## src/shared/ciu_map.svh

```systemverilog
`ifndef CIU_MAP_SVH
`define CIU_MAP_SVH

// ---------------------------------------------------------------
// apb register offsets (byte addresses)
// ---------------------------------------------------------------
`define CIU_OFS_INSTR 12'h000
`define CIU_OFS_DATA 12'h004
`define CIU_OFS_STATUS 12'h008

// ---------------------------------------------------------------
// memory geometry and fixed codes
// ---------------------------------------------------------------
`define CIU_CHAR_DEPTH 128
`define CIU_GLYPH_DEPTH 64
`define CIU_SPACE_CODE 8'h20
`define CIU_LINE_LAST 7'h27
`define CIU_LINE2_FIRST 7'h40
`define CIU_LINE2_LAST 7'h67
`define CIU_GLYPH_LAST 6'h3f
`define CIU_SHIFT_LAST 6'h27
`define CIU_CURSOR_ROW 3'h7
`define CIU_ALL_PIXELS 5'h1f

// ---------------------------------------------------------------
// status register field positions
// ---------------------------------------------------------------
`define CIU_ST_DISP_ON 0
`define CIU_ST_CURSOR_ON 1
`define CIU_ST_BLINK_ON 2
`define CIU_ST_INC_DIR 3
`define CIU_ST_SHIFT_EN 4
`define CIU_ST_GLYPH_SEL 5
`define CIU_ST_BLINK_PHASE 6
`define CIU_ST_FILLING 7
`define CIU_ST_BUS_WIDTH 8
`define CIU_ST_LINES 9
`define CIU_ST_LUM_LO 10
`define CIU_ST_LUM_HI 11
`define CIU_ST_SHIFT_LSB 16

// ---------------------------------------------------------------
// timing
// ---------------------------------------------------------------
`define CIU_CLK_KHZ 20000
`define CIU_BLINK_HALF_MS 500
`define CIU_BLINK_HALF_CYCLES (`CIU_BLINK_HALF_MS * `CIU_CLK_KHZ)

`endif

```

## src/shared/ciu_pkg.sv

```systemverilog
package ciu_pkg;

    // fill sequencer states, one-hot
    typedef enum logic [1:0] {
        CIU_IDLE = 2'b01,
        CIU_FILL = 2'b10
    } ciu_state_t;

endpackage

```

## src/verilog/ciu_char_display.sv

```systemverilog
// Our own choices: the placing of the registers and the APB register port.
`timescale 1ns/1ps
`include "ciu_map.svh"
// Overview of operation
// glyph memory of 64 bytes holds rows for eight 5x8 user characters
// unused glyph locations are plain read/write storage
// codes 00H-07H and 08H-0FH both pick user glyphs; bit 3 ignored
// glyph address = code[2:0] then row; data bits 4..0 are pixels
// instruction decoded by its most significant set bit
// clear display fills character memory with 20H, glyphs untouched
// clear also zeroes counter, cancels shift, sets increment direction
// cursor home zeroes counter and cancels shift, memories untouched
// entry mode stores direction and shift; direction 0 decrements, shifts right
// direction 1 increments counter, shifts display left on character writes
// shift only on character memory writes when enabled
// entry mode and display control touch only their own bits
// display-on bit blanks or shows the screen
// cursor-on lights the eighth pixel row at the cursor
// blink alternates full block with cursor character, about 1Hz 50%
// register select low means instruction, high means data
// instruction read returns counter on bits 6..0, busy bit 0
// data access goes to memory of last address-set, at counter
// glyph accesses wrap counter between 3FH and 00H
// blink phase toggles from a clock divider about every half second
// don't-care instruction bits are ignored
module ciu_char_display #(
    parameter int BLINK_HALF_CYCLES = `CIU_BLINK_HALF_CYCLES
) (
    // clock and reset
    input wire logic pclk,
    input wire logic presetn,
    // apb slave
    input wire logic psel,
    input wire logic penable,
    input wire logic pwrite,
    input wire logic [11:0] paddr,
    input wire logic [31:0] pwdata,
    output logic [31:0] prdata,
    output logic pready,
    output logic pslverr,
    // display scan port
    input wire logic [6:0] scan_pos,
    input wire logic [2:0] scan_row,
    output logic [7:0] scan_code,
    output logic scan_user,
    output logic [4:0] scan_pixels,
    // display state
    output logic display_on,
    output logic [5:0] shift_offset,
    output logic [1:0] luminance
);

    // ---------------------------------------------------------------
    // state
    // ---------------------------------------------------------------
    logic [7:0] char_mem [`CIU_CHAR_DEPTH];
    logic [7:0] glyph_mem [`CIU_GLYPH_DEPTH];
    ciu_pkg::ciu_state_t state;
    logic was_idle;
    logic [6:0] fill_addr;
    logic [6:0] address_counter;
    logic glyph_sel;
    logic inc_dir;
    logic shift_en;
    logic cursor_on;
    logic blink_on;
    logic bus_width_select;
    logic two_lines;
    logic luminance_select_hi;
    logic luminance_select_lo;
    logic [31:0] blink_cnt;
    logic blink_phase;

    // ---------------------------------------------------------------
    // apb decode
    // ---------------------------------------------------------------
    // pready waits one idle cycle so prdata was sampled from settled memories
    wire idle = (state == ciu_pkg::CIU_IDLE);
    wire hit_instr = (paddr == `CIU_OFS_INSTR);
    wire hit_data = (paddr == `CIU_OFS_DATA);
    wire hit_status = (paddr == `CIU_OFS_STATUS);
    wire mapped = hit_instr | hit_data | hit_status;
    wire done = psel & penable & pready;
    wire instr_wr = done & pwrite & hit_instr;
    wire data_wr = done & pwrite & hit_data;
    wire data_rd = done & ~pwrite & hit_data;
    wire [7:0] wbyte = pwdata[7:0];

    assign pready = idle & was_idle;
    assign pslverr = done & (~mapped | (pwrite & hit_status));

    // ---------------------------------------------------------------
    // instruction decode by leading one
    // ---------------------------------------------------------------
    wire op_ddr_set = wbyte[7];
    wire op_cg_set = (wbyte[7:6] == 2'b01);
    wire op_func = (wbyte[7:5] == 3'b001);
    wire op_shift = (wbyte[7:4] == 4'b0001);
    wire op_dctl = (wbyte[7:3] == 5'b00001);
    wire op_entry = (wbyte[7:2] == 6'b000001);
    wire op_home = (wbyte[7:1] == 7'b0000001);
    wire op_clear = (wbyte == 8'h01);
    wire [5:0] glyph_addr = address_counter[5:0];

    // ---------------------------------------------------------------
    // counter stepping
    // ---------------------------------------------------------------
    // character memory skips the gaps between the two lines
    function automatic logic [6:0] ciu_step(input logic [6:0] ac, input logic up, input logic glyph);
        logic [6:0] r;
        r = up ? ac + 7'h01 : ac - 7'h01;
        if (glyph) begin
            r = {1'b0, r[5:0]};
        end else if (up && ac == `CIU_LINE_LAST) begin
            r = `CIU_LINE2_FIRST;
        end else if (up && ac == `CIU_LINE2_LAST) begin
            r = 7'h00;
        end else if (!up && ac == `CIU_LINE2_FIRST) begin
            r = `CIU_LINE_LAST;
        end else if (!up && ac == 7'h00) begin
            r = `CIU_LINE2_LAST;
        end
        return r;
    endfunction

    function automatic logic [5:0] ciu_rot(input logic [5:0] s, input logic left);
        logic [5:0] r;
        r = 6'h00;
        if (left) begin
            r = (s == `CIU_SHIFT_LAST) ? 6'h00 : s + 6'h01;
        end else begin
            r = (s == 6'h00) ? `CIU_SHIFT_LAST : s - 6'h01;
        end
        return r;
    endfunction

    wire [6:0] ac_stepped = ciu_step(address_counter, inc_dir, glyph_sel);
    wire [6:0] ac_shift_cmd = ciu_step(address_counter, wbyte[2], 1'b0);
    wire auto_shift = data_wr & ~glyph_sel & shift_en;

    // ---------------------------------------------------------------
    // read data
    // ---------------------------------------------------------------
    wire [7:0] mem_rd = glyph_sel ? glyph_mem[glyph_addr] : char_mem[address_counter];
    wire [31:0] status_word = {10'h000, shift_offset, 4'h0,
        luminance_select_hi, luminance_select_lo, two_lines, bus_width_select,
        ~idle, blink_phase, glyph_sel, shift_en, inc_dir, blink_on, cursor_on, display_on};
    wire [31:0] rd_value = hit_instr ? {24'h000000, 1'b0, address_counter} :
        hit_data ? {24'h000000, mem_rd} : hit_status ? status_word : 32'h00000000;

    // sampled every selected cycle; the master reads the copy from the previous edge
    always_ff @(posedge pclk or negedge presetn) begin
        if (!presetn) begin
            prdata <= 32'h00000000;
        end else if (psel) begin
            prdata <= rd_value;
        end
    end

    // ---------------------------------------------------------------
    // fill sequencer
    // ---------------------------------------------------------------
    // starts in fill so character memory holds spaces after reset
    always_ff @(posedge pclk or negedge presetn) begin
        if (!presetn) begin
            state <= ciu_pkg::CIU_FILL;
            fill_addr <= 7'h00;
            was_idle <= 1'b0;
        end else begin
            was_idle <= idle;
            unique case (state)
                ciu_pkg::CIU_IDLE: begin
                    if (instr_wr && op_clear) begin
                        state <= ciu_pkg::CIU_FILL;
                        fill_addr <= 7'h00;
                    end
                end
                ciu_pkg::CIU_FILL: begin
                    fill_addr <= fill_addr + 7'h01;
                    if (fill_addr == 7'h7f) begin
                        state <= ciu_pkg::CIU_IDLE;
                    end
                end
            endcase
        end
    end

    // ---------------------------------------------------------------
    // memories
    // ---------------------------------------------------------------
    // no reset on the arrays; the fill covers character memory
    always_ff @(posedge pclk) begin
        if (!idle) begin
            char_mem[fill_addr] <= `CIU_SPACE_CODE;
        end else if (data_wr && !glyph_sel) begin
            char_mem[address_counter] <= wbyte;
        end
    end

    // glyph memory keeps all 8 bits so spare locations are general storage
    always_ff @(posedge pclk) begin
        if (data_wr && glyph_sel) begin
            glyph_mem[glyph_addr] <= wbyte;
        end
    end

    // ---------------------------------------------------------------
    // address counter and shift
    // ---------------------------------------------------------------
    always_ff @(posedge pclk or negedge presetn) begin
        if (!presetn) begin
            address_counter <= 7'h00;
            glyph_sel <= 1'b0;
            shift_offset <= 6'h00;
        end else if (instr_wr) begin
            if (op_ddr_set) begin
                address_counter <= wbyte[6:0];
                glyph_sel <= 1'b0;
            end else if (op_cg_set) begin
                address_counter <= {1'b0, wbyte[5:0]};
                glyph_sel <= 1'b1;
            end else if (op_shift) begin
                // cursor/display shift: always lands in character memory
                address_counter <= ac_shift_cmd;
                glyph_sel <= 1'b0;
                if (wbyte[3]) begin
                    shift_offset <= ciu_rot(shift_offset, ~wbyte[2]);
                end
            end else if (op_home || op_clear) begin
                address_counter <= 7'h00;
                glyph_sel <= 1'b0;
                shift_offset <= 6'h00;
            end
        end else if (data_wr || data_rd) begin
            address_counter <= ac_stepped;
            if (auto_shift) begin
                shift_offset <= ciu_rot(shift_offset, inc_dir);
            end
        end
    end

    // ---------------------------------------------------------------
    // mode bits
    // ---------------------------------------------------------------
    always_ff @(posedge pclk or negedge presetn) begin
        if (!presetn) begin
            inc_dir <= 1'b1;
            shift_en <= 1'b0;
            display_on <= 1'b0;
            cursor_on <= 1'b0;
            blink_on <= 1'b0;
            bus_width_select <= 1'b1;
            two_lines <= 1'b1;
            luminance_select_hi <= 1'b0;
            luminance_select_lo <= 1'b0;
        end else if (instr_wr) begin
            if (op_clear) begin
                inc_dir <= 1'b1;
            end
            if (op_entry) begin
                inc_dir <= wbyte[1];
                shift_en <= wbyte[0];
            end
            if (op_dctl) begin
                display_on <= wbyte[2];
                cursor_on <= wbyte[1];
                blink_on <= wbyte[0];
            end
            if (op_func) begin
                bus_width_select <= wbyte[4];
                two_lines <= wbyte[3];
                luminance_select_hi <= wbyte[1];
                luminance_select_lo <= wbyte[0];
            end
        end
    end

    assign luminance = {luminance_select_hi, luminance_select_lo};

    // ---------------------------------------------------------------
    // blink divider
    // ---------------------------------------------------------------
    // free running, so the phase is arbitrary whenever blink is turned on
    always_ff @(posedge pclk or negedge presetn) begin
        if (!presetn) begin
            blink_cnt <= 32'h00000000;
            blink_phase <= 1'b0;
        end else if (blink_cnt == 32'(BLINK_HALF_CYCLES - 1)) begin
            blink_cnt <= 32'h00000000;
            blink_phase <= ~blink_phase;
        end else begin
            blink_cnt <= blink_cnt + 32'h00000001;
        end
    end

    // ---------------------------------------------------------------
    // scan output
    // ---------------------------------------------------------------
    // user glyph rows are looked up here; rom characters are drawn downstream
    wire [7:0] sc_code = char_mem[scan_pos];
    wire sc_user = (sc_code[7:4] == 4'h0);
    wire [4:0] sc_glyph = glyph_mem[{sc_code[2:0], scan_row}][4:0];
    wire at_cursor = (scan_pos == address_counter) & ~glyph_sel;
    wire blink_fill = at_cursor & blink_on & blink_phase;
    wire cursor_row = at_cursor & cursor_on & (scan_row == `CIU_CURSOR_ROW);
    wire [4:0] sc_pix = (blink_fill | cursor_row) ? `CIU_ALL_PIXELS : (sc_user ? sc_glyph : 5'h00);

    always_ff @(posedge pclk or negedge presetn) begin
        if (!presetn) begin
            scan_code <= 8'h00;
            scan_user <= 1'b0;
            scan_pixels <= 5'h00;
        end else begin
            scan_code <= sc_code;
            scan_user <= sc_user | blink_fill | cursor_row;
            scan_pixels <= display_on ? sc_pix : 5'h00;
        end
    end

endmodule // ciu_char_display

```

## config.mk

```make
export PLATFORM = sky130hd
export DESIGN_NAME = ciu_char_display
export DESIGN_NICKNAME = d
export VERILOG_FILES = /design/src/shared/ciu_pkg.sv /design/src/verilog/ciu_char_display.sv
export VERILOG_INCLUDE_DIRS = /design/src /design/src/shared
export SDC_FILE = /design/constraint.sdc
export NUM_CORES = 2
export LEC_CHECK = 0
export BUFFER_PORTS_ARGS = -buffer_cell sky130_fd_sc_hd__buf_2
export CAP_MARGIN = 40
export CORE_MARGIN = 2
export CORE_UTILIZATION = 50
export CTS_BUF_LIST = sky130_fd_sc_hd__clkbuf_16
export DETAILED_ROUTE_END_ITERATION = 6
export HOLD_SLACK_MARGIN = 0.12
export PLACE_DENSITY = 0.7
export SYNTH_ARGS = -nofsm -noshare
export SYNTH_HDL_FRONTEND = slang
export SYNTH_SLANG_ARGS = --single-unit
export TNS_END_PERCENT = 20
```

## constraint.sdc

```tcl
create_clock -name pclk -period 11.9 [get_ports pclk]
set_input_delay 2.38 -clock pclk [delete_from_list [all_inputs] [get_ports pclk]]
set_output_delay 2.38 -clock pclk [all_outputs]
set_load 0.01 [all_outputs]
```

Word-level counts from Yosys, hierarchy flattened
Memories as Yosys holds them, arrays and structs flattened.
Index checks and enable logic that the tools add are counted.

cells by class
  mux-type cells = 57
  equality and inequality tests = 26
  bitwise logic cells = 28
  add/sub/neg operators = 6
  reduce and logical (&&, ||, !) cells = 33

operators by type and width
  cell                     number
  $mux W7                  19
  $mux W6                  12
  $mux W22                 3
  $add A32 B1 Y32 const B  1
  $eq A32 B24 Y1 const B   1
  $mux W32                 1
  $eq A7 B7 Y1 const B     3
  $and A1 B1 Y1            17
  $mux W8                  2
  $mux W5                  3
  $add A7 B1 Y7 const B    2
  $pmux W7 S2              1
  $reduce_and A2 Y1        7
  $mux W1                  13
  $eq A12 B3 Y1 const B    1
  $eq A12 B4 Y1 const B    1
  $logic_not A12 Y1        1
  $logic_and A1 B1 Y1      11
  $eq A8 B1 Y1 const B     1
  $reduce_or A8 Y1         1
  $eq A7 B1 Y1 const B     1
  $eq A7 B6 Y1 const B     1
  $eq A7 B7 Y1             1
  $logic_not A7 Y1         1
  other kinds (27)         45

storage, ports and cells
  memory bits (writable) = 1536
  output and inout port bits = 57
  memories = 2
  word-level logic and storage cells = 173
  bits of input ports = 59
  bits in registers = 112

memory list
  memory     words  width  read ports  clocked after memory_dff  write ports  RTL line                source
  char_mem   128    8      2           0                         1            ciu_char_display.sv:56  logic [7:0] char_mem [`CIU_CHAR_DEPTH];
  glyph_mem  64     8      2           0                         1            ciu_char_display.sv:57  logic [7:0] glyph_mem [`CIU_GLYPH_DEPTH];

Depth between registers and ports, before layout
  word-level depth = 11
  mapped depth = 15
  depth with buffers taken out = 10

Worst setup path before layout
OpenSTA, ideal clock, no wires.

  kind = in2reg
  from = input port paddr[1]
  to = memory char_mem[0][2] (data pin)
  path slack = 4.537 ns
  data arrival time = 6.566 ns
  library setup time = 0.798 ns
  required time = 11.102 ns
  cell stages on the path = 6
  path buffers = 1
  cells stage by stage = nor4_1 > and3_1 > and2_1 > nand4_1 > clkbuf_1 > nor2_1

between the ends
  cells in the longest elaborated chain, start to end = 8

ends and longest elaborated chain
  item                               RTL line                 source
  from (decl)                        ciu_char_display.sv:36   input wire logic [11:0] paddr,
  $eq A12 B3 Y1 (no source line)     --
  $and A1 B1 Y1                      ciu_char_display.sv:85   wire data_wr = done & pwrite & hit_data;
  $logic_and A1 B1 Y1                ciu_char_display.sv:195  end else if (data_wr && !glyph_sel) begin
  $mux W1                            ciu_char_display.sv:195
  $mux W1                            ciu_char_display.sv:193  if (!idle) begin
  $mux W1 (not written as such)      ciu_char_display.sv:196  char_mem[address_counter] <= wbyte;
  $reduce_or A8 Y1 (no source line)  --
  $mux W8 (no source line)           --
  to (decl)                          ciu_char_display.sv:56

No other way between the ends.

Worst setup path after layout
  from = input port scan_pos[4]
  to = register scan_pixels[1]

between the ends
  elaborated cells between the ends (all ways) = 13
  classes of those cells = eq/ne: 1; mux: 3; bitwise: 6; reduce/logical: 1; memory: 2

RTL lines
  item                   RTL line                 source
  from (decl)            ciu_char_display.sv:42   input wire logic [6:0] scan_pos,
  $mem_v2 Z128 W8        --
  via sc_code[4]         ciu_char_display.sv:300  wire [7:0] sc_code = char_mem[scan_pos];
  $logic_not A4 Y1       ciu_char_display.sv:301  wire sc_user = (sc_code[7:4] == 4'h0);
  $mux W5 (2 in series)  ciu_char_display.sv:306  wire [4:0] sc_pix = (blink_fill | cursor_row) ? `CIU_ALL_PIXELS : (sc_user ? sc_glyph : 5'h00);
  $mux W5                ciu_char_display.sv:316  scan_pixels <= display_on ? sc_pix : 5'h00;
  to (signal assigned)   ciu_char_display.sv:316
  to (decl)              ciu_char_display.sv:46   output logic [4:0] scan_pixels,

The timed path passes the listed nets, and every way through them passes these cells.
A chain may end at the register's enable or synchronous reset.

==> results.py <==
metrics = {
    "clock_network": {
        "postCtsSetupRepairBufs": 0,
        "cts_root_buf": "clkbuf_16",
        "numCtsBuffers": 164,
        "clk-insertion-delay-late_ps": 830,
        "htree_num_levels": 4,
        "cts_sinks": 1634,
        "cts_hold_buf": 0,
        "clkSlewWorstSetupHoldPaths_ps": 70,
        "clockBufferDepth": 3,
        "cts_resized": 0,
        "cts_tree": "done",
    },
    "floorplan": {
        "core-area_sq_mm": 0.1461,
        "die_w_um": 388.2,
        "rows": 140,
        "start_util_pct": 50.52,
        "fp.dieH_um": 388.2,
        "ios": 116,
        "dieArea_sq_mm": 0.1507,
    },
    "placement": {
        "placedInstanceArea_sq_mm": 0.07745,
        "place_inst": 6519,
        "globalplace.congestion": 0.9984,
        "port_buffers": 77,
        "dp_hpwl_mm": 162.2,
    },
    "global_route": {
        "grt_pass1_wl_mm": 359.5,
        "gr-usage-met3_pct": 11.97,
        "grt_max_degree": 100,
        "gr-usage-met2_pct": 48.39,
        "grt_pass1_vias": 48610,
        "use_met1_pct": 43.59,
        "overflow": 0,
        "grt_antenna_before_repair": 18,
        "grt_usage_pct": 33.64,
        "grt_busiest_layer": "met2",
    },
    "yosys": {
        "yosys.area.top_type": "edfxtp_1",
        "synth_area_sq_mm": 0.07380,
        "ys_warn_count": 0,
        "yosysSeqAreaShare_pct": 65.83,
        "synth_edf_count": 1536,
        "async_reset_ff_share_pct": 5.998,
        "ys_seq_elements": 1634,
        "syn_area_per_cell_sq_um": 16.02,
        "ys.flop_type": "edfxtp_1",
        "syn-instance-count": 4606,
        "synth_cell_type_count": 82,
        "ys_top_cells_by_area": "edfxtp_1, mux4_2, a22oi_1",
        "synth_top_area_share_pct": 62.50,
    },
    "critical_path": {
        "crit_type": "in -> reg",
        "worstReg2RegStart": "address_counter[0]$_DFFE_PN0P_",
        "rr_worst_depth": 12,
        "worstPathMaxFanout": 32,
        "cp-start-kind": "input port",
        "cp_data_required_time_ps": 12610,
        "rrSetupSlack_ps": 6260,
        "crit_path_end_kind": "flip-flop",
        "cp.arrival_ps": 7400,
        "r2r-end": "prdata[4]$_DFFE_PN0P_",
    },
    "timing": {
        "period_share_pct": 56.23,
        "hold_ws_ps": 473.8,
        "setup_viol": 0,
        "fin_setup_tns_ps": 0,
        "clock_skew_ps": 27.49,
        "drv_slew": 0,
        "fmax_ghz": 0.1494,
        "hold_violations": 0,
        "rsz0062_at_grt": "no",
        "slew_headroom_pct": 25.68,
        "min_period_ps": 6692,
        "worst_slew_pin_slew_ps": 1103,
    },
    "power": {
        "p_per_area_mw_per_mm2": 152.5,
        "leakage_nw": 27.57,
        "ir_drop_mv": 0.1636,
    },
    "hold_path": {
        "hold_depth": 1,
        "min_from": "blink_cnt[4]$_DFF_PN0_",
        "min_to": "blink_cnt[4]$_DFF_PN0_",
        "hp-class": "reg -> reg",
    },
    "drt": {
        "dr.pass1.iters": 7,
        "drc": 12,
        "routed_wl_mm": 257.8,
        "drt-initial-drc-count": 9250,
        "final_antenna_net_count": 0,
        "via_per_inst": 7.479,
        "post_drt_wl_per_cell_um": 37.70,
        "via_count": 51140,
    },
    "final_layout": {
        "syn2layout_area_growth_pct": 12.10,
        "stdcell_area_sq_mm": 0.08273,
        "layout.cells.non_filler": 6838,
        "layout_commonest_cell": "edfxtp_1",
        "fin_util_pct": 56.63,
        "mostFrequentLayoutCells": "edfxtp_1, a22oi_1, mux4_2",
        "finish.net_count": 4840,
        "drive_gt1_share_pct": 22.45,
    },
    "outcome": {
        "status": "complete, but fails checks",
        "violations": "DRC",
    },
    "job": {
        "cap_violations": 0,
    },
}
where the power goes:
group	internal [mW]	switching (mW)
registers	6.38	0.0792
clock network	2.84	2.25
logic	0.328	0.725
total	9.56	3.06
routing by layer:
| layer | part of all wire [%] | wire [um] |
|---|---|---|
| met1 | 33 | 85390 |
| met4 | 7.7 | 19890 |
| met3 | 16 | 42230 |
| met2 | 43 | 110200 |
| met5 | 0.047 | 120 |
state kept, by name (all words and copies together) (netlist names), 2 cells and up:
name / flops
char_mem: 1024
fill_addr: 7
prdata: 18
address_counter: 7
scan_pixels: 5
shift_offset: 6
scan_code: 8
state: 2
blink_cnt: 32
glyph_mem: 512
worst max path at each step:
stage	from	to	slack, ps	cells past startpoint
finish	scan_pos[4]	scan_pixels[1]$_DFF_PN0_	5210	11
global route	scan_pos[0]	scan_pixels[4]$_DFF_PN0_	5280	12
CTS	scan_pos[0]	scan_pixels[2]$_DFF_PN0_	5520	12
detailed placement	scan_pos[0]	scan_pixels[2]$_DFF_PN0_	4690	12
global placement	scan_pos[0]	scan_pixels[4]$_DFF_PN0_	4680	12
floorplan	paddr[1]	char_mem[0][2]$_DFFE_PP_	4540	6
layout make-up:
class	count	area [sq um]
Tap cell	1917	2399
Fill cell	11170	63360
Clock inverter	138	1016
Clock buffer	168	4204
Sequential cell	1634	48600
Antenna cell	7	17.52
Inverter	26	100.1
Timing Repair Buffer	359	2719
Multi-Input combinational cell	2589	23670
kinds of logic after synthesis:
family,after synthesis,synth area share (%)
compound gates,1136,11.49
xor+xnor,45,0.5340
fa+ha+maj,7,0.1187
buf+inv,396,2.312
flops,1634,65.83
mux,578,14.46
other cells,1,0.005081
simple gates,809,5.249
per-stage QoR:
stage / worst slack, ps / total power [mW]
6_report: 5208 / 12.61
4_1_cts: 5523 / 12.54
2_1_floorplan: 4537 / 7.083
5_1_grt: 5285 / 12.83
3_3_place_gp: 4681 / 7.514
3_5_place_dp: 4691 / 7.569
critical path: stages:
cell and delay (ps):
buf_2 350, inv_4 570, buf_4 810, mux4_2 620, mux2i_1 610, nor2_1 90
o211a_1 260, or2_1 240, o31ai_2 790, and2_1 330, nor4b_2 270
synthesized netlist by cell type (all sizes together) (10+ instances only):
cell / instances
nand2: 181
inv: 18
o31ai: 16
a211o: 13
clkbuf: 222
a41oi: 22
and4: 13
nand3: 65
a221oi: 100
a211oi: 12
dfrtp: 94
nor2: 303
buf: 148
nand2b: 16
a31oi: 27
nand4: 98
a22o: 80
mux4: 383
mux2i: 121
a22oi: 494
o211ai: 32
a222oi: 13
and3: 16
nor4: 10
mux2: 74
o21ai: 84
o22ai: 11
a21oi: 113
nor3: 22
nor2b: 17
nor4b: 10
edfxtp: 1536
xnor2: 30
xor2: 15
o2111ai: 13
and2: 20
No activity file was read; power rests on OpenSTA's default activity.
